$ cat src/logic/encoder_index_defs.vh
// Function
// - Config bit 0 selects binary (0) or decimal (1) encoder constant, A/B/N only.
// - Bit 1 clear blocks position reload; set allows reload per continuous or one-shot bits.
// - Bit 2 set clears/latches position on every qualified index event.
// - Bit 3 set clears/latches position on the next qualified index event only.
// - After that single clear/latch the one-shot bit returns to zero automatically.
// - Bit 4 low makes index low-active; high makes it high-active.
// - Bits 6:5 pick level, edge into active, edge into inactive, or both edges.
// - Unless bypassed, bit 7 gives the A level required for a valid event.
// - Unless bypassed, bit 8 gives the B level required for a valid event.
// - Bit 9 set ignores A and B levels for index events.
`ifndef ENCODER_INDEX_DEFS_VH
`define ENCODER_INDEX_DEFS_VH

`define DATA_W 32
`define ADDR_W 8
`define CFG_RESET 32'h00000400

// Register indices; byte address is four times the index
`define IDX_CFG 6'h07
`define IDX_STATUS 6'h08
`define IDX_LATCH 6'h09
`define IDX_COUNT 6'h0A
`define ADDR_LANE 2'h0

// Configuration fields
`define CFG_DECIMAL 0
`define CFG_RELOAD 1
`define CFG_CONT 2
`define CFG_ONCE 3
`define CFG_POL_N 4
`define CFG_MODE_LO 5
`define CFG_MODE_HI 6
`define CFG_POL_A 7
`define CFG_POL_B 8
`define CFG_BYPASS 9

// Trigger modes
`define MODE_LEVEL 2'h0
`define MODE_TO_ACTIVE 2'h1
`define MODE_TO_INACTIVE 2'h2
`define MODE_BOTH 2'h3

// Status fields
`define ST_N 0
`define ST_A 1
`define ST_B 2
`define ST_ACTIVE 3
`define ST_EVENT 4
`define ST_ARMED 5
`define ST_CONFLICT 6
`define ST_W 7

`define COUNT_W 16
`define SYNC_W 3

`endif

$ cat src/logic/input_sync.v
`timescale 1ns/100ps
`include "encoder_index_defs.vh"
module input_sync (
  clk,
  rstn,
  din,
  dout
);
  input wire clk;
  input wire rstn;
  input wire [`SYNC_W-1:0] din;
  output wire [`SYNC_W-1:0] dout;

  genvar i;
  generate
    for (i = 0; i < `SYNC_W; i = i + 1) begin : g_bit
      reg meta_q;
      reg sync_q;
      always @(posedge clk) begin
        if (!rstn) begin
          meta_q <= 1'h0;
          sync_q <= 1'h0;
        end else begin
          meta_q <= din[i];
          sync_q <= meta_q;
        end
      end
      assign dout[i] = sync_q;
    end
  endgenerate
endmodule

$ cat src/logic/index_qualify.v
`timescale 1ns/100ps
`include "encoder_index_defs.vh"
module index_qualify (
  clk,
  rstn,
  n_s,
  a_s,
  b_s,
  pol_n,
  mode,
  pol_a,
  pol_b,
  bypass,
  n_active,
  hit
);
  input wire clk;
  input wire rstn;
  input wire n_s;
  input wire a_s;
  input wire b_s;
  input wire pol_n;
  input wire [1:0] mode;
  input wire pol_a;
  input wire pol_b;
  input wire bypass;
  output wire n_active;
  output reg hit;

  reg n_prev_q;
  reg prev_valid_q;
  wire prev_active;
  wire to_active;
  wire to_inactive;
  wire ab_ok;
  reg trig;

  // First sample after reset has no history; no false edge from it
  always @(posedge clk) begin
    if (!rstn) begin
      n_prev_q <= 1'h0;
      prev_valid_q <= 1'h0;
    end else begin
      n_prev_q <= n_s;
      prev_valid_q <= 1'h1;
    end
  end

  assign n_active = (n_s == pol_n);
  assign prev_active = (n_prev_q == pol_n);
  assign to_active = prev_valid_q & n_active & ~prev_active;
  assign to_inactive = prev_valid_q & ~n_active & prev_active;
  assign ab_ok = bypass | ((a_s == pol_a) & (b_s == pol_b));

  always @* begin
    trig = 1'h0;
    case (mode)
      `MODE_LEVEL: trig = n_active;
      `MODE_TO_ACTIVE: trig = to_active;
      `MODE_TO_INACTIVE: trig = to_inactive;
      `MODE_BOTH: trig = to_active | to_inactive;
      default: trig = 1'h0;
    endcase
    hit = trig & ab_ok;
  end
endmodule

$ cat src/logic/encoder_index_event_config.v
// Strobed register access is this design's own decision.
`timescale 1ns/100ps
`include "encoder_index_defs.vh"
module encoder_index_event_config (
  clk,
  rstn,
  addr,
  wdata,
  wr,
  rd,
  rdata,
  enc_a,
  enc_b,
  enc_n,
  enc_pos,
  closed_loop,
  decimal_mode,
  index_event,
  pos_clear,
  pos_latch,
  latched_pos
);
  input wire clk;
  input wire rstn;
  input wire [`ADDR_W-1:0] addr;
  input wire [`DATA_W-1:0] wdata;
  input wire wr;
  input wire rd;
  output reg [`DATA_W-1:0] rdata;
  input wire enc_a;
  input wire enc_b;
  input wire enc_n;
  input wire [`DATA_W-1:0] enc_pos;
  input wire closed_loop;
  output reg decimal_mode;
  output reg index_event;
  output reg pos_clear;
  output reg pos_latch;
  output reg [`DATA_W-1:0] latched_pos;

  // Configuration and state
  reg [`DATA_W-1:0] cfg_q;
  reg [`DATA_W-1:0] cfg_d;
  reg event_seen_q;
  reg event_seen_d;
  reg conflict_q;
  reg conflict_d;
  reg [`COUNT_W-1:0] count_q;
  reg [`COUNT_W-1:0] count_d;
  reg [`DATA_W-1:0] rdata_d;

  // Address decode
  wire lane_ok;
  wire sel_cfg;
  wire sel_status;
  wire sel_latch;
  wire sel_count;
  wire wr_cfg;
  wire wr_status;
  wire wr_count;

  // Synchronised inputs
  wire [`SYNC_W-1:0] raw_in;
  wire [`SYNC_W-1:0] sync_in;
  wire n_s;
  wire a_s;
  wire b_s;

  // Event path
  wire n_active;
  wire hit;
  wire take;
  wire once_fire;
  wire do_clear;
  wire [`ST_W-1:0] status;

  assign lane_ok = (addr[1:0] == `ADDR_LANE);
  assign sel_cfg = lane_ok & (addr[`ADDR_W-1:2] == `IDX_CFG);
  assign sel_status = lane_ok & (addr[`ADDR_W-1:2] == `IDX_STATUS);
  assign sel_latch = lane_ok & (addr[`ADDR_W-1:2] == `IDX_LATCH);
  assign sel_count = lane_ok & (addr[`ADDR_W-1:2] == `IDX_COUNT);
  assign wr_cfg = wr & sel_cfg;
  assign wr_status = wr & sel_status;
  assign wr_count = wr & sel_count;

  assign raw_in = {enc_b, enc_a, enc_n};

  input_sync u_sync (
    .clk(clk),
    .rstn(rstn),
    .din(raw_in),
    .dout(sync_in)
  );

  assign n_s = sync_in[0];
  assign a_s = sync_in[1];
  assign b_s = sync_in[2];

  index_qualify u_qualify (
    .clk(clk),
    .rstn(rstn),
    .n_s(n_s),
    .a_s(a_s),
    .b_s(b_s),
    .pol_n(cfg_q[`CFG_POL_N]),
    .mode(cfg_q[`CFG_MODE_HI:`CFG_MODE_LO]),
    .pol_a(cfg_q[`CFG_POL_A]),
    .pol_b(cfg_q[`CFG_POL_B]),
    .bypass(cfg_q[`CFG_BYPASS]),
    .n_active(n_active),
    .hit(hit)
  );

  // Either request bit makes the event act on the position
  assign take = hit & (cfg_q[`CFG_CONT] | cfg_q[`CFG_ONCE]);
  assign once_fire = hit & cfg_q[`CFG_ONCE];

  // Reload only when enabled; latch happens regardless
  assign do_clear = take & cfg_q[`CFG_RELOAD];

  assign status = {
    conflict_q,
    cfg_q[`CFG_ONCE],
    event_seen_q,
    n_active,
    b_s,
    a_s,
    n_s
  };

  // Configuration register
  always @* begin
    cfg_d = cfg_q;
    if (once_fire) begin
      cfg_d[`CFG_ONCE] = 1'h0;
    end
    // A fresh write re-arms even if the old one-shot fires now
    if (wr_cfg) begin
      cfg_d = wdata;
    end
  end

  // Sticky event flag, write one to clear, new event wins
  always @* begin
    event_seen_d = event_seen_q;
    if (wr_status & wdata[`ST_EVENT]) begin
      event_seen_d = 1'h0;
    end
    if (hit) begin
      event_seen_d = 1'h1;
    end
  end

  // Reload armed while closed loop runs is flagged for software
  always @* begin
    conflict_d = conflict_q;
    if (wr_status & wdata[`ST_CONFLICT]) begin
      conflict_d = 1'h0;
    end
    if (closed_loop & cfg_q[`CFG_RELOAD]) begin
      conflict_d = 1'h1;
    end
  end

  // Event counter, cleared by a count register write; a same-cycle event leaves it at 1; wraps silently
  always @* begin
    count_d = count_q;
    if (wr_count) begin
      count_d = {`COUNT_W{1'h0}};
    end
    if (hit) begin
      count_d = count_d + {{(`COUNT_W-1){1'h0}}, 1'h1};
    end
  end

  // Read mux; unmapped addresses read zero
  always @* begin
    rdata_d = {`DATA_W{1'h0}};
    if (rd) begin
      if (sel_cfg) begin
        rdata_d = cfg_q;
      end else if (sel_status) begin
        rdata_d = {{(`DATA_W-`ST_W){1'h0}}, status};
      end else if (sel_latch) begin
        rdata_d = latched_pos;
      end else if (sel_count) begin
        rdata_d = {{(`DATA_W-`COUNT_W){1'h0}}, count_q};
      end
    end
  end

  always @(posedge clk) begin
    if (!rstn) begin
      cfg_q <= `CFG_RESET;
      event_seen_q <= 1'h0;
      conflict_q <= 1'h0;
      count_q <= {`COUNT_W{1'h0}};
      rdata <= {`DATA_W{1'h0}};
    end else begin
      cfg_q <= cfg_d;
      event_seen_q <= event_seen_d;
      conflict_q <= conflict_d;
      count_q <= count_d;
      rdata <= rdata_d;
    end
  end

  // Registered outputs to the position counter
  always @(posedge clk) begin
    if (!rstn) begin
      decimal_mode <= 1'h0;
      index_event <= 1'h0;
      pos_clear <= 1'h0;
      pos_latch <= 1'h0;
      latched_pos <= {`DATA_W{1'h0}};
    end else begin
      decimal_mode <= cfg_d[`CFG_DECIMAL];
      index_event <= hit;
      pos_clear <= do_clear;
      pos_latch <= take;
      if (take) begin
        latched_pos <= enc_pos;
      end
    end
  end
endmodule

$ cat config.mk
export PLATFORM = sky130hd
export DESIGN_NAME = encoder_index_event_config
export DESIGN_NICKNAME = d
export VERILOG_FILES = /design/src/logic/input_sync.v /design/src/logic/index_qualify.v /design/src/logic/encoder_index_event_config.v
export VERILOG_INCLUDE_DIRS = /design/src /design/src/logic
export SDC_FILE = /design/constraint.sdc
export NUM_CORES = 1
export LEC_CHECK = 0
export BUFFER_PORTS_ARGS = -buffer_cell sky130_fd_sc_hd__buf_2
export CELL_PAD_IN_SITES_DETAIL_PLACEMENT = 0
export CELL_PAD_IN_SITES_GLOBAL_PLACEMENT = 2
export CORE_MARGIN = 8
export CORE_UTILIZATION = 30
export CTS_CLUSTER_SIZE = 28
export DETAILED_ROUTE_END_ITERATION = 12
export GPL_TIMING_DRIVEN = 0
export PLACE_DENSITY_LB_ADDON = 0.1
export SKIP_LAST_GASP = 1
export SYNTH_ARGS = -nofsm -noshare
export SYNTH_HDL_FRONTEND = slang
export SYNTH_SLANG_ARGS = --single-unit
export TNS_END_PERCENT = 50
$ cat constraint.sdc
create_clock -name clk -period 2.7 [get_ports clk]
set_input_delay 0.135 -clock clk [delete_from_list [all_inputs] [get_ports clk]]
set_output_delay 0.135 -clock clk [all_outputs]
set_load 0.1 [all_outputs]
== Word-level counts from Yosys, hierarchy flattened ==
Cells that the tools add are included.

* Flip-flop bits (word level): 125
* Input port bits: 80
* Output and inout port bits: 68
* Logic and storage cells: 75

* Add/subtract/negate cells: 1
* Equality and inequality tests: 11
* Multiplexer cells: 14
* Bitwise operators: 24
* Reductions and logical operators: 6

{| class="wikitable"
|+ Operator list
! cell !! count
|-
| 2-to-1 mux 32 bit || 3
|-
| 2-to-1 mux 16 bit || 3
|-
| AND 1 bit || 19
|-
| == test 6 x 4 -> 1 bit, second input constant || 3
|-
| adder 16 x 1 -> 16 bit, second input constant || 1
|-
| == test 6 x 3 -> 1 bit, second input constant || 1
|-
| 2-to-1 mux 1 bit || 6
|-
| nonzero test 2 bit || 3
|-
| == test 1 bit || 4
|-
| == test 2 bit, second input constant || 2
|-
| logical NOT 2 bit || 2
|-
| 2-to-1 mux 4 bit || 1
|-
| case mux 1 bit (4 select lines) || 1
|-
| OR 1 bit || 3
|-
| == test 2 x 1 -> 1 bit, second input constant || 1
|-
| NOT 1 bit || 2
|-
| AND reduction 2 bit || 1
|}

== Longest topological paths before layout ==
Gate-level depths: netlist (run 1).

* Depth after elaboration: 10
* Mapped depth: 10
* Mapped depth without buffers: 8

== By module ==
From an unflattened synthesis (run 1), not the netlist that was laid out.

* Cell total of the unflattened synthesis: 557
* Area, all modules: 5,042.3 µm²

{| class="wikitable"
|+ By module, submodules not included
! module !! times used !! cells an instance !! area an instance (µm²) !! sequential area each (µm²)
|-
| encoder_index_event_config || 1 || 527 || 4,730.8 || 2,342.2
|-
| input_sync || 1 || 15 || 180.2 || 120.1
|-
| index_qualify || 1 || 15 || 131.4 || 40.0
|}

== Worst setup path before layout (run 1) ==
OpenSTA, ideal clock, no wires.

* Kind: input to register
* From: input addr[3]
* To: register count_q[14]
* Library setup time: 0.071 ns
* Arrival time: 1.920 ns
* Required time: 2.629 ns
* Path slack: 0.709 ns
* Stages on the path: 10
* Buffers on the path: 2
* Path through: buf_2 > and2b_1 > nand4_1 > and2_1 > ha_1 > and3_1 > clkbuf_1 > nand3_1 > or4_1 > a21oi_1

* Word-level cells in the longest chain between the ends: 6

{| class="wikitable"
|+ Ends and longest elaborated chain
! element !! RTL line !! text
|-
| start, declared || encoder_index_event_config.v:25 || <nowiki>input wire [`ADDR_W-1:0] addr;</nowiki>
|-
| == test 6 x 4 -> 1 bit (no source line) (*) || n/a ||
|-
| AND 1 bit (*) || encoder_index_event_config.v:81 || <nowiki>assign sel_count = lane_ok & (addr[`ADDR_W-1:2] == `IDX_COUNT);</nowiki>
|-
| AND 1 bit (*) || encoder_index_event_config.v:84 || <nowiki>assign wr_count = wr & sel_count;</nowiki>
|-
| 2-to-1 mux 16 bit (*) || encoder_index_event_config.v:168 || <nowiki>if (wr_count) begin</nowiki>
|-
| adder 16 x 1 -> 16 bit || encoder_index_event_config.v:172 || <nowiki>count_d = count_d + {{(`COUNT_W-1){1'h0}}, 1'h1};</nowiki>
|-
| 2-to-1 mux 16 bit (*) || encoder_index_event_config.v:171 || <nowiki>if (hit) begin</nowiki>
|-
| end signal, assigned || encoder_index_event_config.v:197 || <nowiki>count_q <= {`COUNT_W{1'h0}};</nowiki>
|-
| end signal, assigned || encoder_index_event_config.v:203 || <nowiki>count_q <= count_d;</nowiki>
|-
| end, declared || encoder_index_event_config.v:48 || <nowiki>reg [`COUNT_W-1:0] count_q;</nowiki>
|}

Every way passes the cells marked *; elsewhere a longest branch is shown, timed or not.
A chain may end at the register's enable or synchronous reset.

== Worst setup path after layout (run 1) ==
* From: register u_sync.g_bit[0].sync_q
* To: register count_q[10]

* Word-level cells in the longest chain between the ends: 8
* Elaborated cells between the ends (all ways): 10
* Classes of those cells: eq/ne (1); mux (2); bitwise (7)

{| class="wikitable"
|+ Ends and longest elaborated chain
! element !! RTL line !! text
|-
| start, declared || input_sync.v:18 || <nowiki>reg sync_q;</nowiki>
|-
| start signal, assigned || input_sync.v:25 || <nowiki>sync_q <= meta_q;</nowiki>
|-
| == test 1 bit (*) || index_qualify.v:49 || <nowiki>assign n_active = (n_s == pol_n);</nowiki>
|-
| NOT 1 bit || index_qualify.v:52 || <nowiki>assign to_inactive = prev_valid_q & ~n_active & prev_active;</nowiki>
|-
| AND 1 bit (2 in series) || index_qualify.v:52 ||
|-
| OR 1 bit || index_qualify.v:61 || <nowiki>`MODE_BOTH: trig = to_active | to_inactive;</nowiki>
|-
| case mux 1 bit (4 select lines) (*) || index_qualify.v:57 || <nowiki>case (mode)</nowiki>
|-
| AND 1 bit (*) || index_qualify.v:64 || <nowiki>hit = trig & ab_ok;</nowiki>
|-
| 2-to-1 mux 16 bit (*) || encoder_index_event_config.v:171 ||
|}

Marks and branches as above.

==> flow_summary_export.csv, run 1 <==
group,metric,value,unit
layout,diodes,0,
cts,cts_buffers,17,
placed_design,dp_hpwl,13.9,mm
critical_path,r2r-start,"u_sync.g_bit[0].sync_q$_SDFF_PN0_",
global_route,grt_usage,17.7,%
cts,cts_root_buffer,"clkbuf_16",
floorplan,die_area,21200,sq um
run_status,status,"finished clean",
layout,drive_gt1_share,23.9,%
detailed_routing,routed_wirelength,18.6,mm
global_route,antenna_found_initial,0,
synthesis,syn_inst,590,
cts,clk_path_buf_depth,2,
floorplan,core,16500,sq um
detailed_routing,drtAntennaViolNets,0,
placed_design,portBuffers,146,
cts,post_cts.repair.setup_buffers,0,
sta,fmax,0.453,GHz
detailed_routing,avgViaCountPerCell,4.79,
critical_path,reg2reg_to,"count_q[10]$_SDFF_PN0_",
critical_path,crit_path_end_kind,"register",
layout,final_core_util,44.7,%
critical_path,rrSetupSlack,0.49,ns
critical_path,worstSetupPathType,"reg2reg",
synthesis,syn_area,5050,sq um
floorplan,ioPinCount,148,
synthesis,ys_seq_area_share,49.6,%
critical_path,rr_worst_depth,7,
detailed_routing,drt-initial-drc-count,415,
pwr,cellPowerDensity,628,nW/um^2
synthesis,synth_warnings,0,
sta,fin_crit_sh,81.8,%
synthesis,yosysUniqueCellTypes,46,
sta,worst_pin_slew,0.986,ns
floorplan,start_util,30.6,%
synthesis,ys_async_sr_fraction,0,%
cts,insertion_delay,0.42,ns
detailed_routing,first_pass_iters,6,
cts,cts_sinks,125,
global_route,gr-total-overflow,0,
job,cap_viol_max_count,0,
detailed_routing,vias,5063,
placed_design,gp_congestion,0.828,
pwr,leakage,3.00,nW
worst_hold_path,min_from,"rd",
synthesis,syn_nets,671,
synthesis,synth-edff-count,0,
layout,nets,905,
global_route,grt_pass1_vias,5307,
worst_hold_path,holdPathStages,3,
placed_design,dp_slack,0.331,ns
detailed_routing,wl_per_cell,17.6,microns
global_route,grt_max_degree,17,
floorplan,die_x,146,microns
synthesis,ys.flop_type,"dfxtp_1",
critical_path,cp_data_arrival_time,2.52,ns
layout,n_fill_cell,1678,
critical_path,required,3.01,ns
cts,cts_tree,"done",
cts,htreeDepth,4,
worst_hold_path,whs_endpoint,"rdata[0]$_SDFF_PN0_",
sta,tns,0,ns
pwr,vdd_drop_max,447,uV
sta,final_hold_viol_count,0,
worst_hold_path,hp-class,"in2reg",
detailed_routing,drc_errors,0,
floorplan,dieHeight,146,microns
sta,skew,0.00926,ns
cts,cts.clk_slew.worst_paths,0.06,ns
layout,area_delta_synth_final,46.3,%
critical_path,cp_max_fo,10,
cts,post_cts_resized,0,
sta,setup_viol,0,
sta,slew_viol_final,0,
floorplan,rows,47,
sta,period_minus_slack,2.21,ns
global_route,grt_pass1_wl,29.6,mm
synthesis,postSynthAreaPerCell,8.56,sq um
cts,cts_hold_buf,69,
sta,rsz0062_at_grt,"no",
critical_path,crit_path_start_kind,"register",
sta,layout_setup_ws,0.492,ns
synthesis,ys_seq_elements,125,
sta,timing.slew.headroom,33.9,%
through the flow:
step	instances	hold slack (ns)	power [mW]	instance area (sq um)
finish	1057	0.100	4.64	7390
global route	1057	0.136	4.81	7390
CTS	1057	0.0819	4.69	7390
detailed placement	956	0.261	2.13	6060
global placement	956	0.262	2.13	6060
floorplan	590	0.163	2.01	5050
sequential cells by signal, indices dropped and copies added (netlist names):
register / count
conflict_q: 1
event_seen_q: 1
u_sync.g_bit.sync_q: 3
cfg_q: 32
u_qualify.prev_valid_q: 1
u_qualify.n_prev_q: 1
pos_clear: 1
latched_pos: 32
pos_latch: 1
index_event: 1
u_sync.g_bit.meta_q: 3
rdata: 32
count_q: 16
worst max path at each step:
| stage | from | to | cells past startpoint |
|---|---|---|---|
| 2_1_floorplan | addr[3] | count_q[14]$_SDFF_PN0_ | 10 |
| 3_3_place_gp | addr[2] | count_q[14]$_SDFF_PN0_ | 10 |
| 3_5_place_dp | addr[2] | count_q[14]$_SDFF_PN0_ | 10 |
| 4_1_cts | u_sync.g_bit[0].sync_q$_SDFF_PN0_ | count_q[10]$_SDFF_PN0_ | 7 |
| 5_1_grt | u_sync.g_bit[0].sync_q$_SDFF_PN0_ | count_q[10]$_SDFF_PN0_ | 7 |
| 6_report | u_sync.g_bit[0].sync_q$_SDFF_PN0_ | count_q[10]$_SDFF_PN0_ | 7 |
cell usage in the layout, fill, tap and decap left out, types with 2 or more instances in the layout:
cell / instances
buf_2: 154
nand2_1: 145
dfxtp_1: 125
dlygate4sd3_1: 69
a21oi_1: 50
nor2_1: 48
mux2i_1: 39
clkbuf_1: 32
a22oi_1: 28
clkbuf_16: 17
nand3_1: 14
and2_1: 11
and3_1: 7
nor3_1: 6
o31ai_1: 5
or4_1: 5
o21ai_0: 5
buf_4: 4
inv_1: 4
a31oi_1: 4
a31o_2: 4
a22o_1: 4
a222oi_1: 4
bufinv_16: 4
clkbuf_8: 4
nor2b_1: 3
nand4_1: 3
nor4_1: 3
o21a_1: 3
clkinv_2: 3
nand3b_1: 2
nand4b_1: 2
xnor2_1: 2
or3_1: 2
nand2b_1: 2
o31a_1: 2
clkinvlp_4: 2
kinds of logic (layout without fill, tap and decap cells):
group                      after synthesis  in the layout  synth area share, %
AOI/OAI and AO/OA                      113            113                 14.5
adders and majority gates                1              1                0.248
muxes                                   39             39                 7.73
buffers and inverters                   49            296                 4.29
xor gates and xnor gates                 3              3                0.520
DFF                                    125            125                 49.6
and+or+nand+nor                        260            260                 23.2
metal layers:
layer  GRT usage, %  part of all wire [%]
met5              0                     0
met4           6.66                   2.1
met3           5.32                   6.6
met2           27.5                    44
met1           22.7                    47
final cells by class:
class / instances / area [sq um] / area share [%]
Buffer: 44 / 198 / 2.68
Clock buffer: 22 / 484 / 6.55
Clock inverter: 10 / 159 / 2.15
Inverter: 5 / 18.8 / 0.254
Multi-Input combinational cell: 416 / 2330 / 31.5
Sequential cell: 125 / 2500 / 33.9
Tap cell: 220 / 275 / 3.73
Timing Repair Buffer: 215 / 1420 / 19.2
power by group:
| part | leakage, nW | switching (mW) | internal [mW] | total (mW) |
|---|---|---|---|---|
| registers | 1.01 | 0.00904 | 1.86 | 1.87 |
| logic | 1.68 | 0.157 | 0.145 | 0.301 |
| clock network | 0.313 | 0.832 | 1.64 | 2.47 |
| total | 3.00 | 0.998 | 3.64 | 4.64 |
synth_stat cells (2+ instances only):
master,count,share of area [%]
o21ai_0,5,0.50
nand4_1,3,0.37
nand4b_1,2,0.35
o21a_1,3,0.45
a222oi_1,4,0.79
clkbuf_1,31,2.3
nor2b_1,3,0.37
nand3_1,14,1.4
or3_1,2,0.25
dfxtp_1,125,50
a31o_2,4,0.69
nand2b_1,2,0.25
a31oi_1,4,0.50
nor2_1,48,3.6
nand2_1,145,11
nor3_1,6,0.59
or4_1,5,0.74
a22o_1,4,0.69
a22oi_1,28,4.2
nand3b_1,2,0.30
inv_1,4,0.30
a21oi_1,50,5.0
and2_1,11,1.4
buf_2,8,0.79
o31a_1,2,0.35
mux2i_1,39,7.7
xnor2_1,2,0.35
buf_4,4,0.59
o31ai_1,5,0.74
and3_1,7,0.87
nor4_1,3,0.37
critical path: stages (launching register included):
cell and delay (ns):
dfxtp_1 0.45, nand3b_1 0.14, a21oi_1 0.09, nor3_2 0.56
buf_2 0.36, buf_4 0.23, nor4_1 0.07, o21a_1 0.18
No activity file was read; power rests on OpenSTA's default activity.
==> run 2: changes to the inputs <==
- ABC_AREA: not set -> 1
- CORE_UTILIZATION: 30 -> 28
- clock period: 2.7 -> 2.1 ns (I/O delays scaled with it)
==> run 2 against run 1 <==
  * Clock power rose by 14%
  * Flip-flop and latch count did not move
  * Power rose by 21%
  * Setup slack got worse by 0.29 ns
  * Largest power group unchanged
==> flow_summary_export.csv, run 2 <==
group,metric,value,unit
detailed_routing,wl_per_cell,16.1,microns
critical_path,crit_path_end_kind,"register",
synthesis,postSynthAreaPerCell,7.53,sq um
global_route,grt_usage,16.5,%
pwr,leakage,3.15,nW
synthesis,ys_async_sr_fraction,0,%
critical_path,required,2.45,ns
pwr,cellPowerDensity,763,nW/um^2
floorplan,start_util,28.4,%
sta,final_hold_viol_count,0,
placed_design,dpl_cell_area,6090,sq um
detailed_routing,vias,5140,
cts,cts_buffers,17,
detailed_routing,drc_errors,0,
detailed_routing,routed_wirelength,18.5,mm
sta,period_minus_slack,1.90,ns
sta,slew_viol_final,0,
floorplan,core,17800,sq um
placed_design,portBuffers,147,
detailed_routing,drt-initial-drc-count,256,
floorplan,die_x,150,microns
sta,setup_viol,0,
critical_path,crit_chain,"dlygate4sd3_1 > buf_2 > clkinv_1 > clkbuf_1 > a21oi_1 > dlygate4sd3_1",
critical_path,crit_top_cell,"dlygate4sd3_1",
detailed_routing,drtAntennaViolNets,0,
global_route,grt_max_degree,17,
critical_path,worstSetupPathType,"in2reg",
cts,cts_tree,"done",
sta,fin_crit_sh,90.4,%
layout,drive_gt1_share,23.5,%
global_route,antenna_found_initial,0,
placed_design,dp_hpwl,14.0,mm
layout,layout_commonest_cell,"nand2_1",
sta,hold_slack,0.0180,ns
cts,post_cts_resized,0,
synthesis,ys.flop_type,"dfxtp_1",
layout,final_core_util,41.1,%
cts,clk_path_buf_depth,2,
cts,cts_sinks,125,
cts,insertion_delay,0.41,ns
synthesis,synth_warnings,0,
layout,mostFrequentLayoutCells,"nand2_1 (155), buf_2 (152), dfxtp_1 (125)",
critical_path,cp_max_fo,10,
synthesis,ys_seq_area_share,49.4,%
job,cap_viol_max_count,0,
layout,final_area,7330,sq um
critical_path,cp_data_arrival_time,2.25,ns
critical_path,crit_path_start_kind,"input pin",
sta,rsz0062_at_grt,"no",
critical_path,critPathSlowestCell,"dlygate4sd3_1",
synthesis,synth.most_common_cell,"nand2_1",
synthesis,synthTopCellsByCount,"nand2_1 (155), dfxtp_1 (125), a21oi_1 (99), inv_1 (82), o21ai_0 (58)",
placed_design,gp_congestion,0.806,
global_route,grt_pass1_vias,5139,
synthesis,syn_nets,754,
sta,worst_pin_slew,0.656,ns
synthesis,ys_seq_elements,125,
global_route,gr-total-overflow,0,
floorplan,dieHeight,150,microns
run_status,status,"finished clean",
synthesis,yosysTopAreaCellShare,49.4,%
cts,cts_root_buffer,"clkbuf_16",
sta,skew,0.00772,ns
sta,timing.slew.headroom,56.3,%
floorplan,die_area,22600,sq um
synthesis,syn_area,5060,sq um
cts,cts.clk_slew.worst_paths,0.06,ns
synthesis,yosysTopAreaCell,"dfxtp_1",
sta,fmax,0.527,GHz
layout,reg_top3,"cfg_q x32, latched_pos x32, rdata x32",
cts,htreeDepth,4,
worst_hold_path,hp-class,"in2reg",
detailed_routing,first_pass_iters,4,
synthesis,synth-edff-count,0,
critical_path,slowest_delay,0.56,ns
layout,area_delta_synth_final,44.7,%
global_route,grt_pass1_wl,28.4,mm
layout,nets,987,
synthesis,syn_inst,673,
synthesis,netlist_top_cells_area,"dfxtp_1 (49%), nand2_1 (11%), a21oi_1 (9.8%)",
detailed_routing,avgViaCountPerCell,4.48,
critical_path,cp_num_buf_inv,5,
critical_path,cp_top_family,"buffers and inverters",
layout,diodes,0,
synthesis,yosysUniqueCellTypes,41,
floorplan,ioPinCount,148,
pwr,vdd_drop_max,551,uV
floorplan,rows,49,
-- run 2: cell types whose count changed in the layout (fill, tap and decap cells not counted), sizes merged, moves of 14 or more --
cell   before  now
nor2       49   32
a22oi      28    0
a21oi      50  100
inv         6   89
nand3      14   32
nand2     145  159
o21ai       5   67
mux2i      39    0
-- run 2: area by class of cell --
class | instances | area, sq um
fill | 1887 | 10500
sequential | 125 | 2500
multi-input combinational | 422 | 2010
timing repair buffer | 214 | 1410
clock buffer | 22 | 484
inverter | 91 | 344
tap | 229 | 287
buffer | 35 | 208
clock inverter | 9 | 87.6
-- run 2: stage by stage --
stage / std cells / setup slack, ns / power [mW] / setup TNS (ns)
6_report: 1147 / 0.202 / 5.60 / 0
3_5_place_dp: 1049 / -0.00622 / 2.73 / -0.00622
5_1_grt: 1147 / 0.0939 / 5.84 / 0
2_1_floorplan: 673 / 0.455 / 2.59 / 0
3_3_place_gp: 1049 / 0.00989 / 2.73 / 0
4_1_cts: 1147 / 0.195 / 5.68 / 0
-- run 2: worst min-delay path: stages --
cell and delay [ns]:
buf_2 0.09, o21ai_0 0.09, a21oi_1 0.11
-- run 2: cells by family after synthesis --
family | after synthesis | share of synthesized area (%)
buffers and inverters | 126 | 10.9
flip-flops | 125 | 49.4
AO/OA/AOI/OAI | 181 | 18.8
XOR/XNOR | 2 | 0.346
adder cells (fa/ha/maj) | 1 | 0.247
AND/OR/NAND/NOR | 238 | 20.3
-- run 2: timing repair --
action | 4_1_cts | 5_1_grt
setup buffers | 0 | 0
endpoints found under the hold margin | 66 | 0
hold buffers | 67 | 0
-- run 2: power breakdown --
part           switching (mW)  internal [mW]  total [mW]
Combinational           0.191          0.175       0.366
Sequential             0.0143           2.39        2.41
Clock                    1.08           1.75        2.82
-- run 2: path summary, 6_finish.rpt --
check,startpoint,to,slack (ns),cells past startpoint
max,rstn,conflict_q$_SDFFE_PN0P_,0.20,6
min reg2reg,u_sync.g_bit[0].meta_q$_SDFF_PN0_,u_sync.g_bit[0].sync_q$_SDFF_PN0_,0.41,2
max reg2reg,cfg_q[4]$_SDFFE_PN0P_,latched_pos[10]$_SDFFE_PN0P_,0.36,12
min,wdata[14],cfg_q[14]$_SDFFE_PN0P_,0.02,3
-- run 2: metal layers --
layer  GRT usage, %  share of wire [%]  wire length [microns]  up-vias
li1               -                  -                      -     2646
met1           22.2                 48                   8840     2340
met2           25.3                 45                   8350      143
met3           4.21                6.2                   1140       11
met4           5.30               0.93                    172        0
met5              0                  0                      0        -
==> run 3: changes to the inputs <==
- CORE_UTILIZATION: 28 -> 30
- clock period: 2.1 -> 2.2 ns (I/O delays scaled with it)
==> run 3 against run 2 <==
  * Final area is 0.29% higher
  * Hold slack better by 0.0011 ns
  * Wire length is 0.84% lower
  * First-iteration DRC count is 15% higher
  * Via count is 0.54% higher
  * Sequential power is 5% lower
  * Clock skew is 0.0020 ns higher
  * Flip-flop and latch count stayed put
  * Combinational power is 5% lower
  * Register-to-register slack better by 0.09 ns
  * Non-clock buffer count is 1 lower
  * Global-route usage is 1.0 points higher
==> flow_summary_export.csv, run 3 (synthesis gave the netlist of run 2 again) <==
group,metric,value,unit
pwr,p_total,5.57,mW
critical_path,cp-startpoint,"rstn",
pwr,net-switching-power,1.21,mW
pwr,pwr-share-clk,52.6,%
layout,reg_top3,"cfg_q x32, latched_pos x32, rdata x32",
cts,clk_path_buf_depth,2,
placed_design,dp.cells,1040,
detailed_routing,vias,5168,
layout,layout_commonest_cell,"nand2_1",
detailed_routing,drt-initial-drc-count,295,
critical_path,cp_data_arrival_time,2.18,ns
sta,slew_viol_final,0,
pwr,vdd_drop_max,565,uV
global_route,grt_pass1_wl,29.1,mm
pwr,swShare,21.7,%
detailed_routing,routed_wirelength,18.3,mm
cts,cts_root_buffer,"clkbuf_16",
layout,diodes,0,
floorplan,start_util,30.7,%
detailed_routing,drtAntennaViolNets,0,
layout,mostFrequentLayoutCells,"nand2_1 (155), buf_2 (152), dfxtp_1 (125)",
cts,cts_sinks,125,
floorplan,core,16500,sq um
sta,fmax,0.547,GHz
sta,worst_pin_slew,0.600,ns
critical_path,r2r-start,"u_sync.g_bit[0].sync_q$_SDFF_PN0_",
detailed_routing,drc_errors,0,
pwr,share_seq_of_total_power,41.2,%
critical_path,crit_path_end_kind,"register",
pwr,p_int,4.36,mW
floorplan,dieHeight,146,microns
cts,cts_tree,"done",
pwr,leakage,3.18,nW
floorplan,die_x,146,microns
floorplan,die_area,21300,sq um
critical_path,cp_max_fo,10,
critical_path,crit_path_start_kind,"input pin",
cts,cts_buffers,17,
cts,htreeDepth,4,
floorplan,ioPinCount,148,
global_route,antenna_found_initial,0,
global_route,grt_pass1_vias,5305,
sta,skew,0.00970,ns
placed_design,dp_slack,0.0964,ns
placed_design,portBuffers,147,
global_route,gr-total-overflow,0,
layout,drive_gt1_share,23.4,%
critical_path,slowest_delay,0.55,ns
global_route,grt_max_degree,17,
layout,final_core_util,44.5,%
worst_hold_path,min_from,"wdata[11]",
pwr,cellPowerDensity,758,nW/um^2
worst_hold_path,hp-class,"in2reg",
detailed_routing,wl_per_cell,16.1,microns
global_route,grt_usage,17.5,%
job,cap_viol_max_count,0,
critical_path,cp_top_family,"buffers and inverters",
cts,post_cts.repair.setup_buffers,0,
critical_path,critPathSlowestCell,"dlygate4sd3_1",
sta,rsz0062_at_grt,"no",
critical_path,worstSetupPathType,"in2reg",
critical_path,cp_num_buf_inv,5,
placed_design,gp_congestion,0.800,
detailed_routing,avgViaCountPerCell,4.55,
sta,setup_viol,0,
detailed_routing,first_pass_iters,5,
run_status,status,"finished clean",
cts,insertion_delay,0.42,ns
sta,hold_slack,0.0191,ns
critical_path,crit_chain,"dlygate4sd3_1 > buf_2 > clkinv_1 > clkbuf_1 > a21oi_1 > dlygate4sd3_1",
layout,nets,986,
placed_design,dp_hpwl,13.7,mm
pwr,pwr-share-comb,6.3,%
cts,cts.clk_slew.worst_paths,0.05,ns
sta,fin_crit_sh,83.0,%
placed_design,dpl_cell_area,6080,sq um
layout,area_delta_synth_final,45.1,%
critical_path,required,2.56,ns
layout,instances_no_fill,1137,
layout,final_area,7350,sq um
sta,tns,0,ns
floorplan,rows,47,
critical_path,crit_top_cell,"dlygate4sd3_1",
sta,final_hold_viol_count,0,
sta,timing.slew.headroom,60.0,%
sta,period_minus_slack,1.83,ns
sta,layout_setup_ws,0.373,ns
-- run 3: cell types whose count changed in the layout (fill, tap and decap cells not counted) --
cell           change
bufinv_16          +3
clkbuf_8           -3
clkinvlp_4         -2
clkbuf_1           +1
clkinv_2           +1
dlygate4sd3_1      -1
-- run 3: worst register-to-register path: cells and delay by family, from the launching register on --
kind | cells | cell delay (ns)
AO/OA/AOI/OAI | 3 | 0.38
buffers and inverters | 3 | 0.43
AND/OR/NAND/NOR | 6 | 0.48
flip-flops | 1 | 0.37
-- run 3: power groups by stage --
stage | clock network [mW] | logic [mW] | registers (mW)
after floorplan | 0 | 0.108 | 2.36
after global placement | 0 | 0.254 | 2.34
after detailed placement | 0 | 0.257 | 2.34
after CTS | 3.00 | 0.350 | 2.30
after global routing | 3.10 | 0.383 | 2.30
final | 2.93 | 0.348 | 2.30
-- run 3: cell type report --
class / count / area, sq um
inverters: 91 / 344
repair buffers: 213 / 1400
clock buffers: 20 / 447
plain buffers: 35 / 208
clock inverters: 11 / 168
fillers: 1702 / 9170
multi-input cells: 422 / 2010
flip-flops and latches: 125 / 2500
well taps: 220 / 275
-- run 3: final timing paths --
check | endpoint | slack, ns | cells after the start
worst max register to register | latched_pos[15]$_SDFFE_PN0P_ | 0.45 | 12
worst min register to register | u_sync.g_bit[2].sync_q$_SDFF_PN0_ | 0.41 | 2
worst max-delay path | conflict_q$_SDFFE_PN0P_ | 0.37 | 6
worst min-delay path | cfg_q[11]$_SDFFE_PN0P_ | 0.02 | 3
-- run 3: what timing repair did --
action	4_1_cts	5_1_grt
resized for setup	0	0
hold buffers	66	0
hold endpoints to repair	65	0
-- run 3: metal layers --
layer	vias to the layer above	share of wire [%]	global-route usage [%]
met4	0	1.7	5.93
li1	2638	-	-
met3	18	5.6	5.01
met1	2356	46	22.1
met2	156	47	28.0
met5	-	0	0
